--- src/rtl/dtm_pkg.sv ---
// Shared constants and types of the data mover
package dtm_pkg;
  // ----------------------------------------------------------------
  // Sizes
  // ----------------------------------------------------------------
  localparam int DESC_N = 4;
  localparam int IDX_W = 2;
  localparam int PTR_W = 24;
  localparam int DAT_W = 16;
  localparam int CFG_W = 11;

  // ----------------------------------------------------------------
  // Register map (byte addresses, low eight bits of haddr)
  // ----------------------------------------------------------------
  localparam logic [7:0] DESC_SPAN = 8'h40;
  localparam logic [3:0] OFS_CFG = 4'h0;
  localparam logic [3:0] OFS_SRC = 4'h4;
  localparam logic [3:0] OFS_DST = 4'h8;
  localparam logic [3:0] OFS_CNT = 4'hC;
  localparam logic [7:0] ADDR_CTRL = 8'h40;
  localparam logic [7:0] ADDR_STAT = 8'h44;
  localparam logic [7:0] ADDR_IRQ = 8'h48;
  localparam logic [7:0] ADDR_MASK = 8'h4C;

  // ----------------------------------------------------------------
  // Descriptor configuration, control and status fields
  // ----------------------------------------------------------------
  localparam int CFG_MODE_LSB = 0;
  localparam int CFG_WORD_BIT = 2;
  localparam int CFG_SRC_LSB = 3;
  localparam int CFG_DST_LSB = 5;
  localparam int CFG_BLKDST_BIT = 7;
  localparam int CFG_CHAIN_BIT = 8;
  localparam int CFG_IRQEN_BIT = 9;
  localparam int CFG_ARMED_BIT = 10;
  localparam int CTRL_EN_BIT = 0;
  localparam int CTRL_SW_LSB = 4;
  localparam int STAT_BUSY_BIT = 0;
  localparam int STAT_CUR_LSB = 1;

  localparam logic [1:0] MODE_NORMAL = 2'h0;
  localparam logic [1:0] MODE_REPEAT = 2'h1;
  localparam logic [1:0] MODE_BLOCK = 2'h2;
  localparam logic [1:0] STEP_HOLD = 2'h0;
  localparam logic [1:0] STEP_INC = 2'h1;
  localparam logic [1:0] STEP_DEC = 2'h2;
  localparam logic [PTR_W-1:0] STEP_BYTE = 24'h00_0001;
  localparam logic [PTR_W-1:0] STEP_WORD = 24'h00_0002;

  // ----------------------------------------------------------------
  // Reset values
  // ----------------------------------------------------------------
  localparam logic [CFG_W-1:0] RST_CFG = 11'h000;
  localparam logic [PTR_W-1:0] RST_PTR = 24'h00_0000;
  localparam logic [DAT_W-1:0] RST_CNT = 16'h0001;
  localparam logic [31:0] RST_WORD = 32'h0000_0000;

  typedef enum logic [4:0] {
    ST_IDLE  = 5'b00001,
    ST_LOAD  = 5'b00010,
    ST_READ  = 5'b00100,
    ST_WRITE = 5'b01000,
    ST_WBACK = 5'b10000
  } dtm_state_t;
endpackage

--- src/rtl/dtm_step.sv ---
// Pointer stepper of the data mover
`timescale 1ns/10ps
`default_nettype none
module dtm_step
  import dtm_pkg::*;
(
  input wire logic [PTR_W-1:0] ptr,
  input wire logic [1:0] step,
  input wire logic word,
  output logic [PTR_W-1:0] nxt_ptr
);
  wire [PTR_W-1:0] delta = word ? STEP_WORD : STEP_BYTE;
  // Code 3 holds, like code 0
  assign nxt_ptr = (step == STEP_INC) ? ptr + delta :
                   (step == STEP_DEC) ? ptr - delta : ptr;
endmodule // dtm_step
`default_nettype wire

--- src/rtl/dtm_engine.sv ---
// Data mover: descriptors, AHB-Lite registers, transfer engine
// Operation
// - Three transfer modes per descriptor: normal, repeat, block.
// - Each descriptor holds a 24-bit source and destination pointer.
// - After every transfer each pointer steps up, down or holds on its own.
// - A step is 1 for bytes and 2 for words.
// - Normal mode moves one unit per activation, count 1 to 65,536.
// - Normal mode may raise an enabled interrupt when the count ends.
// - Repeat mode moves one unit per activation, count 1 to 256.
// - Repeat mode reloads initial pointers and count at the end, then goes on.
// - Repeat mode never raises an end-of-count interrupt.
// - Block mode moves one block of 1 to 256 units per activation.
// - Block mode treats either source or destination as the block area.
// - After a block the block-side pointer returns to its start; other steps on.
// - Block count is 1 to 65,536 and may raise an interrupt at the end.
// - One activation runs the descriptor plus each following chained one.
// - Block size is the initial high and low count, fixing reads and writes.
//
// Local design decisions: the register offsets and the AHB-Lite slave port.
`timescale 1ns/10ps
`default_nettype none
module dtm_engine
  import dtm_pkg::*;
(
  input wire logic clock,
  input wire logic rst_n,
  input wire logic hsel,
  input wire logic [31:0] haddr,
  input wire logic [1:0] htrans,
  input wire logic hwrite,
  input wire logic [2:0] hsize,
  input wire logic [31:0] hwdata,
  input wire logic hready,
  output logic hreadyout,
  output logic hresp,
  output logic [31:0] hrdata,
  input wire logic [DESC_N-1:0] act_req,
  output logic mem_req,
  output logic mem_we,
  output logic mem_word,
  output logic [PTR_W-1:0] mem_addr,
  output logic [DAT_W-1:0] mem_wdata,
  input wire logic mem_ack,
  input wire logic [DAT_W-1:0] mem_rdata,
  output logic irq
);
  // ----------------------------------------------------------------
  // Helpers
  // ----------------------------------------------------------------
  function automatic logic [DESC_N-1:0] onehot(input logic [IDX_W-1:0] idx);
    onehot = '0;
    onehot[idx] = 1'b1;
  endfunction

  function automatic logic [IDX_W-1:0] lowest(input logic [DESC_N-1:0] req);
    lowest = '0;
    for (int i = DESC_N - 1; i >= 0; i--) begin
      if (req[i]) begin
        lowest = IDX_W'(i);
      end
    end
  endfunction

  // Zero in a count field means the largest count
  function automatic logic last8(input logic [7:0] cnt);
    last8 = (cnt == 8'h01);
  endfunction

  function automatic logic last16(input logic [15:0] cnt);
    last16 = (cnt == 16'h0001);
  endfunction

  // ----------------------------------------------------------------
  // Storage
  // ----------------------------------------------------------------
  logic [CFG_W-1:0] cfg_ff [DESC_N];
  logic [PTR_W-1:0] src_ff [DESC_N];
  logic [PTR_W-1:0] dst_ff [DESC_N];
  logic [PTR_W-1:0] isrc_ff [DESC_N];
  logic [PTR_W-1:0] idst_ff [DESC_N];
  logic [DAT_W-1:0] cnta_ff [DESC_N];
  logic [DAT_W-1:0] cntb_ff [DESC_N];

  logic ap_valid_ff, ap_write_ff, hreadyout_ff;
  logic [7:0] ap_addr_ff;
  logic [31:0] hrdata_ff;
  logic enable_ff, irq_ff;
  logic [DESC_N-1:0] pend_ff, irq_stat_ff, irq_mask_ff;

  dtm_state_t state_ff;
  logic [IDX_W-1:0] cur_ff, head_ff;
  logic [CFG_W-1:0] w_cfg_ff;
  logic [PTR_W-1:0] w_src_ff, w_dst_ff;
  logic [DAT_W-1:0] w_cnta_ff, w_cntb_ff, data_ff;
  logic end_ff;
  logic mem_req_ff, mem_we_ff;
  logic [PTR_W-1:0] mem_addr_ff;

  // ----------------------------------------------------------------
  // AHB-Lite slave decode
  // ----------------------------------------------------------------
  // One wait state per transfer so read data leaves a flip-flop
  wire accept = hsel & hready & htrans[1];
  wire bus_wr = ap_valid_ff & ap_write_ff;
  wire desc_hit = ap_addr_ff < DESC_SPAN;
  wire [IDX_W-1:0] b_idx = ap_addr_ff[5:4];
  wire [3:0] b_ofs = ap_addr_ff[3:0];
  wire wr_desc = bus_wr & desc_hit;
  wire wr_ctrl = bus_wr & (ap_addr_ff == ADDR_CTRL);
  wire wr_irq = bus_wr & (ap_addr_ff == ADDR_IRQ);
  wire wr_mask = bus_wr & (ap_addr_ff == ADDR_MASK);
  wire [DESC_N-1:0] sw_trig = wr_ctrl ? hwdata[CTRL_SW_LSB +: DESC_N] : '0;
  wire busy = ~state_ff[0];

  wire [31:0] rd_desc =
    (b_ofs == OFS_CFG) ? {21'h00_0000, cfg_ff[b_idx]} :
    (b_ofs == OFS_SRC) ? {8'h00, src_ff[b_idx]} :
    (b_ofs == OFS_DST) ? {8'h00, dst_ff[b_idx]} :
    (b_ofs == OFS_CNT) ? {cntb_ff[b_idx], cnta_ff[b_idx]} : RST_WORD;
  wire [31:0] rd_ctrl = {24'h00_0000, pend_ff, 3'h0, enable_ff};
  wire [31:0] rd_stat = {29'h0000_0000, cur_ff, busy};
  wire [31:0] rd_word =
    desc_hit ? rd_desc :
    (ap_addr_ff == ADDR_CTRL) ? rd_ctrl :
    (ap_addr_ff == ADDR_STAT) ? rd_stat :
    (ap_addr_ff == ADDR_IRQ) ? {28'h000_0000, irq_stat_ff} :
    (ap_addr_ff == ADDR_MASK) ? {28'h000_0000, irq_mask_ff} : RST_WORD;

  always_ff @(posedge clock) begin
    if (!rst_n) begin
      ap_valid_ff <= 1'b0;
      ap_write_ff <= 1'b0;
      ap_addr_ff <= 8'h00;
      hreadyout_ff <= 1'b1;
      hrdata_ff <= RST_WORD;
    end else begin
      ap_valid_ff <= accept;
      hreadyout_ff <= ~accept;
      if (accept) begin
        ap_write_ff <= hwrite;
        ap_addr_ff <= haddr[7:0];
      end
      if (ap_valid_ff) begin
        hrdata_ff <= ap_write_ff ? RST_WORD : rd_word;
      end
    end
  end

  // ----------------------------------------------------------------
  // Working transfer arithmetic
  // ----------------------------------------------------------------
  wire [1:0] w_mode = w_cfg_ff[CFG_MODE_LSB +: 2];
  wire w_word = w_cfg_ff[CFG_WORD_BIT];
  wire is_rep = (w_mode == MODE_REPEAT);
  wire is_blk = (w_mode == MODE_BLOCK);
  wire blk_dst = w_cfg_ff[CFG_BLKDST_BIT];
  wire [7:0] cnt_hi = w_cnta_ff[15:8];
  wire [7:0] cnt_lo = w_cnta_ff[7:0];
  wire lo_last = last8(cnt_lo);
  wire [PTR_W-1:0] step_src, step_dst;

  dtm_step u_step_src (
    .ptr(w_src_ff),
    .step(w_cfg_ff[CFG_SRC_LSB +: 2]),
    .word(w_word),
    .nxt_ptr(step_src)
  );

  dtm_step u_step_dst (
    .ptr(w_dst_ff),
    .step(w_cfg_ff[CFG_DST_LSB +: 2]),
    .word(w_word),
    .nxt_ptr(step_dst)
  );

  wire rep_wrap = is_rep & lo_last;
  wire blk_wrap = is_blk & lo_last;
  wire [PTR_W-1:0] nxt_src = (rep_wrap | (blk_wrap & ~blk_dst)) ? isrc_ff[cur_ff] : step_src;
  wire [PTR_W-1:0] nxt_dst = (rep_wrap | (blk_wrap & blk_dst)) ? idst_ff[cur_ff] : step_dst;
  wire [7:0] nxt_lo = lo_last ? cnt_hi : cnt_lo - 8'h01;
  wire [DAT_W-1:0] nxt_cnta = (is_rep | is_blk) ? {cnt_hi, nxt_lo} : w_cnta_ff - 16'h0001;
  wire [DAT_W-1:0] nxt_cntb = blk_wrap ? w_cntb_ff - 16'h0001 : w_cntb_ff;
  wire nxt_end = is_blk ? (lo_last & last16(w_cntb_ff)) : (~is_rep & last16(w_cnta_ff));
  wire blk_more = is_blk & ~lo_last;

  wire chain_go = w_cfg_ff[CFG_CHAIN_BIT] & (cur_ff != IDX_W'(DESC_N - 1));
  wire chain_done = state_ff[4] & ~chain_go;
  wire ev_end = state_ff[4] & end_ff & w_cfg_ff[CFG_IRQEN_BIT] & ~is_rep;

  wire [DESC_N-1:0] armed;
  for (genvar g = 0; g < DESC_N; g++) begin : g_arm
    assign armed[g] = cfg_ff[g][CFG_ARMED_BIT];
  end

  // ----------------------------------------------------------------
  // Descriptor store: engine write-back wins over the bus
  // ----------------------------------------------------------------
  always_ff @(posedge clock) begin
    if (!rst_n) begin
      for (int i = 0; i < DESC_N; i++) begin
        cfg_ff[i] <= RST_CFG;
        src_ff[i] <= RST_PTR;
        dst_ff[i] <= RST_PTR;
        isrc_ff[i] <= RST_PTR;
        idst_ff[i] <= RST_PTR;
        cnta_ff[i] <= RST_CNT;
        cntb_ff[i] <= RST_CNT;
      end
    end else if (state_ff[4]) begin
      src_ff[cur_ff] <= w_src_ff;
      dst_ff[cur_ff] <= w_dst_ff;
      cnta_ff[cur_ff] <= w_cnta_ff;
      cntb_ff[cur_ff] <= w_cntb_ff;
      if (end_ff && !is_rep) begin
        cfg_ff[cur_ff][CFG_ARMED_BIT] <= 1'b0;
      end
    end else if (wr_desc) begin
      case (b_ofs)
        OFS_CFG: cfg_ff[b_idx] <= hwdata[CFG_W-1:0];
        OFS_SRC: begin
          src_ff[b_idx] <= hwdata[PTR_W-1:0];
          isrc_ff[b_idx] <= hwdata[PTR_W-1:0];
        end
        OFS_DST: begin
          dst_ff[b_idx] <= hwdata[PTR_W-1:0];
          idst_ff[b_idx] <= hwdata[PTR_W-1:0];
        end
        OFS_CNT: begin
          cnta_ff[b_idx] <= hwdata[15:0];
          cntb_ff[b_idx] <= hwdata[31:16];
        end
        default: ;
      endcase
    end
  end

  // ----------------------------------------------------------------
  // Control, activation and interrupt
  // ----------------------------------------------------------------
  wire [DESC_N-1:0] pend_set = (act_req & armed) | sw_trig;
  wire [DESC_N-1:0] pend_clr = chain_done ? onehot(head_ff) : '0;
  // Activation in the clearing cycle survives
  wire [DESC_N-1:0] nxt_pend = (pend_ff & ~pend_clr) | pend_set;
  wire [DESC_N-1:0] irq_clr = wr_irq ? hwdata[DESC_N-1:0] : '0;
  wire [DESC_N-1:0] irq_set = ev_end ? onehot(cur_ff) : '0;
  wire [DESC_N-1:0] nxt_irq_stat = (irq_stat_ff & ~irq_clr) | irq_set;

  always_ff @(posedge clock) begin
    if (!rst_n) begin
      enable_ff <= 1'b0;
      pend_ff <= '0;
      irq_stat_ff <= '0;
      irq_mask_ff <= '0;
      irq_ff <= 1'b0;
    end else begin
      if (wr_ctrl) begin
        enable_ff <= hwdata[CTRL_EN_BIT];
      end
      if (wr_mask) begin
        irq_mask_ff <= hwdata[DESC_N-1:0];
      end
      pend_ff <= nxt_pend;
      irq_stat_ff <= nxt_irq_stat;
      irq_ff <= |(nxt_irq_stat & irq_mask_ff);
    end
  end

  // ----------------------------------------------------------------
  // Transfer engine
  // ----------------------------------------------------------------
  always_ff @(posedge clock) begin
    if (!rst_n) begin
      state_ff <= ST_IDLE;
      cur_ff <= '0;
      head_ff <= '0;
      w_cfg_ff <= RST_CFG;
      w_src_ff <= RST_PTR;
      w_dst_ff <= RST_PTR;
      w_cnta_ff <= RST_CNT;
      w_cntb_ff <= RST_CNT;
      data_ff <= '0;
      end_ff <= 1'b0;
      mem_req_ff <= 1'b0;
      mem_we_ff <= 1'b0;
      mem_addr_ff <= RST_PTR;
    end else begin
      case (state_ff)
        ST_IDLE: begin
          if (enable_ff && (pend_ff != '0)) begin
            head_ff <= lowest(pend_ff);
            cur_ff <= lowest(pend_ff);
            state_ff <= ST_LOAD;
          end
        end
        ST_LOAD: begin
          w_cfg_ff <= cfg_ff[cur_ff];
          w_src_ff <= src_ff[cur_ff];
          w_dst_ff <= dst_ff[cur_ff];
          w_cnta_ff <= cnta_ff[cur_ff];
          w_cntb_ff <= cntb_ff[cur_ff];
          end_ff <= 1'b0;
          mem_req_ff <= 1'b1;
          mem_we_ff <= 1'b0;
          mem_addr_ff <= src_ff[cur_ff];
          state_ff <= ST_READ;
        end
        ST_READ: begin
          if (mem_ack) begin
            data_ff <= mem_rdata;
            mem_we_ff <= 1'b1;
            mem_addr_ff <= w_dst_ff;
            state_ff <= ST_WRITE;
          end
        end
        ST_WRITE: begin
          if (mem_ack) begin
            w_src_ff <= nxt_src;
            w_dst_ff <= nxt_dst;
            w_cnta_ff <= nxt_cnta;
            w_cntb_ff <= nxt_cntb;
            end_ff <= nxt_end;
            mem_we_ff <= 1'b0;
            mem_addr_ff <= nxt_src;
            mem_req_ff <= blk_more;
            state_ff <= blk_more ? ST_READ : ST_WBACK;
          end
        end
        ST_WBACK: begin
          if (chain_go) begin
            cur_ff <= cur_ff + IDX_W'(1);
            state_ff <= ST_LOAD;
          end else begin
            state_ff <= ST_IDLE;
          end
        end
        default: begin
          mem_req_ff <= 1'b0;
          state_ff <= ST_IDLE;
        end
      endcase
    end
  end

  assign hreadyout = hreadyout_ff;
  assign hresp = 1'b0;
  assign hrdata = hrdata_ff;
  assign mem_req = mem_req_ff;
  assign mem_we = mem_we_ff;
  assign mem_word = w_cfg_ff[CFG_WORD_BIT];
  assign mem_addr = mem_addr_ff;
  assign mem_wdata = data_ff;
  assign irq = irq_ff;
endmodule // dtm_engine
`default_nettype wire

--- config.mk ---
export PLATFORM = sky130hd
export DESIGN_NAME = dtm_engine
export DESIGN_NICKNAME = d
export VERILOG_FILES = /design/src/rtl/dtm_pkg.sv /design/src/rtl/dtm_step.sv /design/src/rtl/dtm_engine.sv
export SDC_FILE = /design/constraint.sdc
export NUM_CORES = 2
export LEC_CHECK = 0
export BUFFER_PORTS_ARGS = -buffer_cell sky130_fd_sc_hd__buf_2
export CORE_MARGIN = 4
export CORE_UTILIZATION = 53
export CTS_BUF_LIST = sky130_fd_sc_hd__clkbuf_8
export CTS_CLUSTER_DIAMETER = 50
export DETAILED_ROUTE_END_ITERATION = 6
export GPL_TIMING_DRIVEN = 0
export PLACE_DENSITY = 0.78
export SYNTH_ARGS = -nofsm -noshare
export SYNTH_HDL_FRONTEND = slang
export SYNTH_SLANG_ARGS = --single-unit
--- constraint.sdc ---
create_clock -name clock -period 5.1 [get_ports clock]
set_input_delay 1.02 -clock clock [delete_from_list [all_inputs] [get_ports clock]]
set_output_delay 1.02 -clock clock [all_outputs]
set_load 0.01 [all_outputs]
==> results.yml <==
clock_network:
  cts_buffers: 133
  cts_hold_buf: 0
  post-cts-setup-buffer-count: 0
  clock-root-buffer: "clkbuf_8"
  insertion_delay_ps: 810
  cts.htree.levels: 4
  cts_tree: "yes"
  cts_sinks: 759
  cts_buffer_depth: 3
  clkSlewWorstSetupHoldPaths_ps: 50
  post_cts_resized: 0
sta:
  setup_viol_count_final: 48
  fin_tns_setup_ps: -15100
  fmax_mhz: 184
  slew_violations: 19
  hold_viol: 0
  max_slew_margin_pct: -3.20
  tightest_slew_ps: 1540
  finalCritPeriodShare_pct: 107
  fin_ws_ps: -339
  min_period_ps: 5440
  finClkSkew_ps: 30.6
  rsz0062_at_grt: "yes"
placement:
  gp_congestion: 1.05
  dp.cells: 4428
  placed_area_um2: 40500
  io_buffers: 142
  place_hpwl_mm: 109
routing:
  routed_wl_mm: 151
  drtPass1Iterations: 7
  ant_nets: 0
  drc: 3
  num_vias: 32600
  vias_per_cell: 6.96
  routedWlPerCell_um: 32.3
  initialDrtViolationCount: 6197
die:
  initial_utilization_pct: 53.5
  rows: 98
  die_w_um: 277
  dieHeight_um: 277
  boundaryPins: 173
  placeableCoreArea_um2: 71600
  fp.dieArea_um2: 76700
critical_path:
  critPathSlowestCell: "nand2_1"
  crit_chain: "buf_2 -> clkbuf_1 -> clkbuf_1 -> clkbuf_1 -> clkbuf_1 -> nand2_1"
  worstSetupPathType: "in -> reg"
  path_max_fanout: 24
  critPathArrivalTime_ps: 5640
  critPathMostFrequentCell: "clkbuf_1"
  worst_setup_path_end_kind: "flip-flop"
  worst_ep_required_time_ps: 5300
  start_kind: "primary input"
  slowest_delay_ps: 1140
grt:
  grt_overflow: 0
  track_usage_pct: 38.5
  grt_pass1_vias: 31200
  grt_antenna_before_repair: 6
  grt_max_degree: 25
  grt_pass1_wl_mm: 213
logic_synthesis:
  synth_cell_types: 82
  synth_compound_area_share_pct: 10.9
  synth-xor-area-share_pct: 0.914
  synth-seq-cells: 759
  syn_avg_cell_area_um2: 11.5
  synthMuxAreaShare_pct: 14.6
  synth_edf_count: 556
  synth_fa_ha_area_share_pct: 1.40
  synth_top_family_by_area: "multiplexers"
  yosysWarnings: 0
  synthesis.nets: 3460
  synth_ff_type: "edfxtp_1"
  ys_seq_area_share_pct: 54.2
  syn_inst: 3324
  synthSimpleGateAreaFrac_pct: 14.1
  syn_area_um2: 38300
  async_flop_share_pct: 0
run_status:
  violations: "DRC, capacitance limit, slew limit, setup timing"
  status: "complete, but fails checks"
power:
  p_leak_nw: 16.0
  ir_worst_vdd_mv: 0.237
  power_per_cell_area_nw_per_um2: 301
  p_total_mw: 13.0
finish:
  drive_gt1_share_pct: 17.3
  synthToLayoutAreaGrowth_pct: 12.5
  fin_area_um2: 43100
  fin_nets: 3750
  final_util_pct: 60.2
  fillers: 5767
  finalNonFillerCells: 4682
job:
  maxCapViolCount: 3
worst_hold_path:
  min_path_type: "in -> reg"
[cells in the mapped netlist, types with 13 or more instances]
cell	n	share of area [%]
xor2_1	18	0.41
mux2i_1	26	0.68
nand2_1	258	2.5
mux4_2	236	14
o22ai_1	18	0.29
nor2b_1	18	0.29
edfxtp_1	556	44
and2_1	136	2.2
o21ai_0	190	2.5
nor3_1	54	0.71
a21oi_1	200	2.6
buf_2	28	0.37
and3_1	82	1.3
buf_1	13	0.13
ha_1	38	1.2
clkbuf_1	214	2.1
nand2b_1	16	0.26
a22oi_1	45	0.88
or3_1	17	0.28
nor4_1	17	0.28
a31oi_1	64	1.0
xnor2_1	22	0.50
o211ai_1	13	0.25
nor2_1	454	4.4
dfxtp_1	203	11
nand4_1	15	0.24
a22o_1	14	0.32
inv_1	128	1.3
nand3_1	44	0.57
a211oi_1	28	0.55
[flip-flops by register name, summed over array words and instances (netlist names), 5 cells and up, named ones only]
name,cells
ap_addr_ff,8
cfg_ff,44
cnta_ff,64
cntb_ff,64
dst_ff,96
hrdata,32
idst_ff,96
isrc_ff,96
mem_addr,24
mem_wdata,16
src_ff,96
state_ff,5
w_cfg_ff,10
w_cnta_ff,16
w_cntb_ff,16
w_dst_ff,24
w_src_ff,24
[layer usage]
layer | vias up | part of all wire (%) | routed length, um | global-route usage (%)
li1 | 13000 | - | - | -
met1 | 15500 | 32 | 47900 | 47.1
met2 | 3285 | 41 | 62700 | 55.1
met3 | 800 | 17 | 26100 | 16.2
met4 | 2 | 9.6 | 14500 | 27.3
met5 | - | 0.011 | 17 | 0
[stage by stage]
stage / worst slack, ps / hold WS [ps]
after CTS: 130 / 410
after global placement: -848 / 438
after global routing: -98.3 / 419
final: -339 / 433
after detailed placement: -675 / 442
after floorplan: 1420 / 427
[worst max-delay path, delay by kind of cell]
| family | cells | cell delay (ps) |
|---|---|---|
| buf+inv | 5 | 3430 |
| simple gates | 1 | 1140 |
[where the power goes]
part           internal, mW  switching [mW]  total [mW]
logic                 0.210           0.471       0.681
clock network          2.80            2.68        5.48
registers              6.76          0.0752        6.84
total                  9.77            3.23        13.0
[cells by family (layout without fill, tap and decap cells)]
logic type,Yosys count,in the layout
simple gates,1154,1154
flops,759,759
compound gates,678,678
buf+inv,387,787
mux,264,264
fa+ha+maj,41,41
xor+xnor,40,40
other cells,1,9
[worst paths after layout]
| path | from | endpoint | slack, ps | depth (start not counted) |
|---|---|---|---|---|
| setup / recovery | rst_n | src_ff[1][3] | -340 | 6 |
| hold / removal | haddr[3] | ap_addr_ff[3] | 430 | 2 |
| setup reg to reg | state_ff[4] | src_ff[0][3] | 30 | 8 |
| hold reg to reg | mem_wdata[15] | mem_wdata[15] | 450 | 2 |
[layout by cell type, fill, tap and decap left out, types with 22 or more instances in the layout]
| cell type | instances |
|---|---|
| edfxtp_1 | 556 |
| nor2_1 | 453 |
| nand2_1 | 253 |
| mux4_2 | 236 |
| clkbuf_1 | 213 |
| dfxtp_1 | 203 |
| a21oi_1 | 200 |
| inv_1 | 187 |
| o21ai_0 | 182 |
| buf_2 | 171 |
| clkbuf_8 | 146 |
| and2_1 | 136 |
| and3_1 | 82 |
| a31oi_1 | 64 |
| nor3_1 | 54 |
| a22oi_1 | 45 |
| nand3_1 | 44 |
| ha_1 | 38 |
| a211oi_1 | 28 |
| mux2i_1 | 26 |
| xnor2_1 | 22 |
[layout make-up]
type | count | area, um^2 | share of cell area (%)
well taps | 950 | 1190 | 2.76
clock buffers | 146 | 2010 | 4.66
repair buffers | 155 | 925 | 2.14
flip-flops and latches | 759 | 20800 | 48.1
inverters | 128 | 480 | 1.11
clock inverters | 99 | 528 | 1.22
plain buffers | 259 | 1030 | 2.39
multi-input cells | 2178 | 16200 | 37.5
diodes | 8 | 20.0 | 0.0464
No activity file was read; power rests on OpenSTA's default activity.
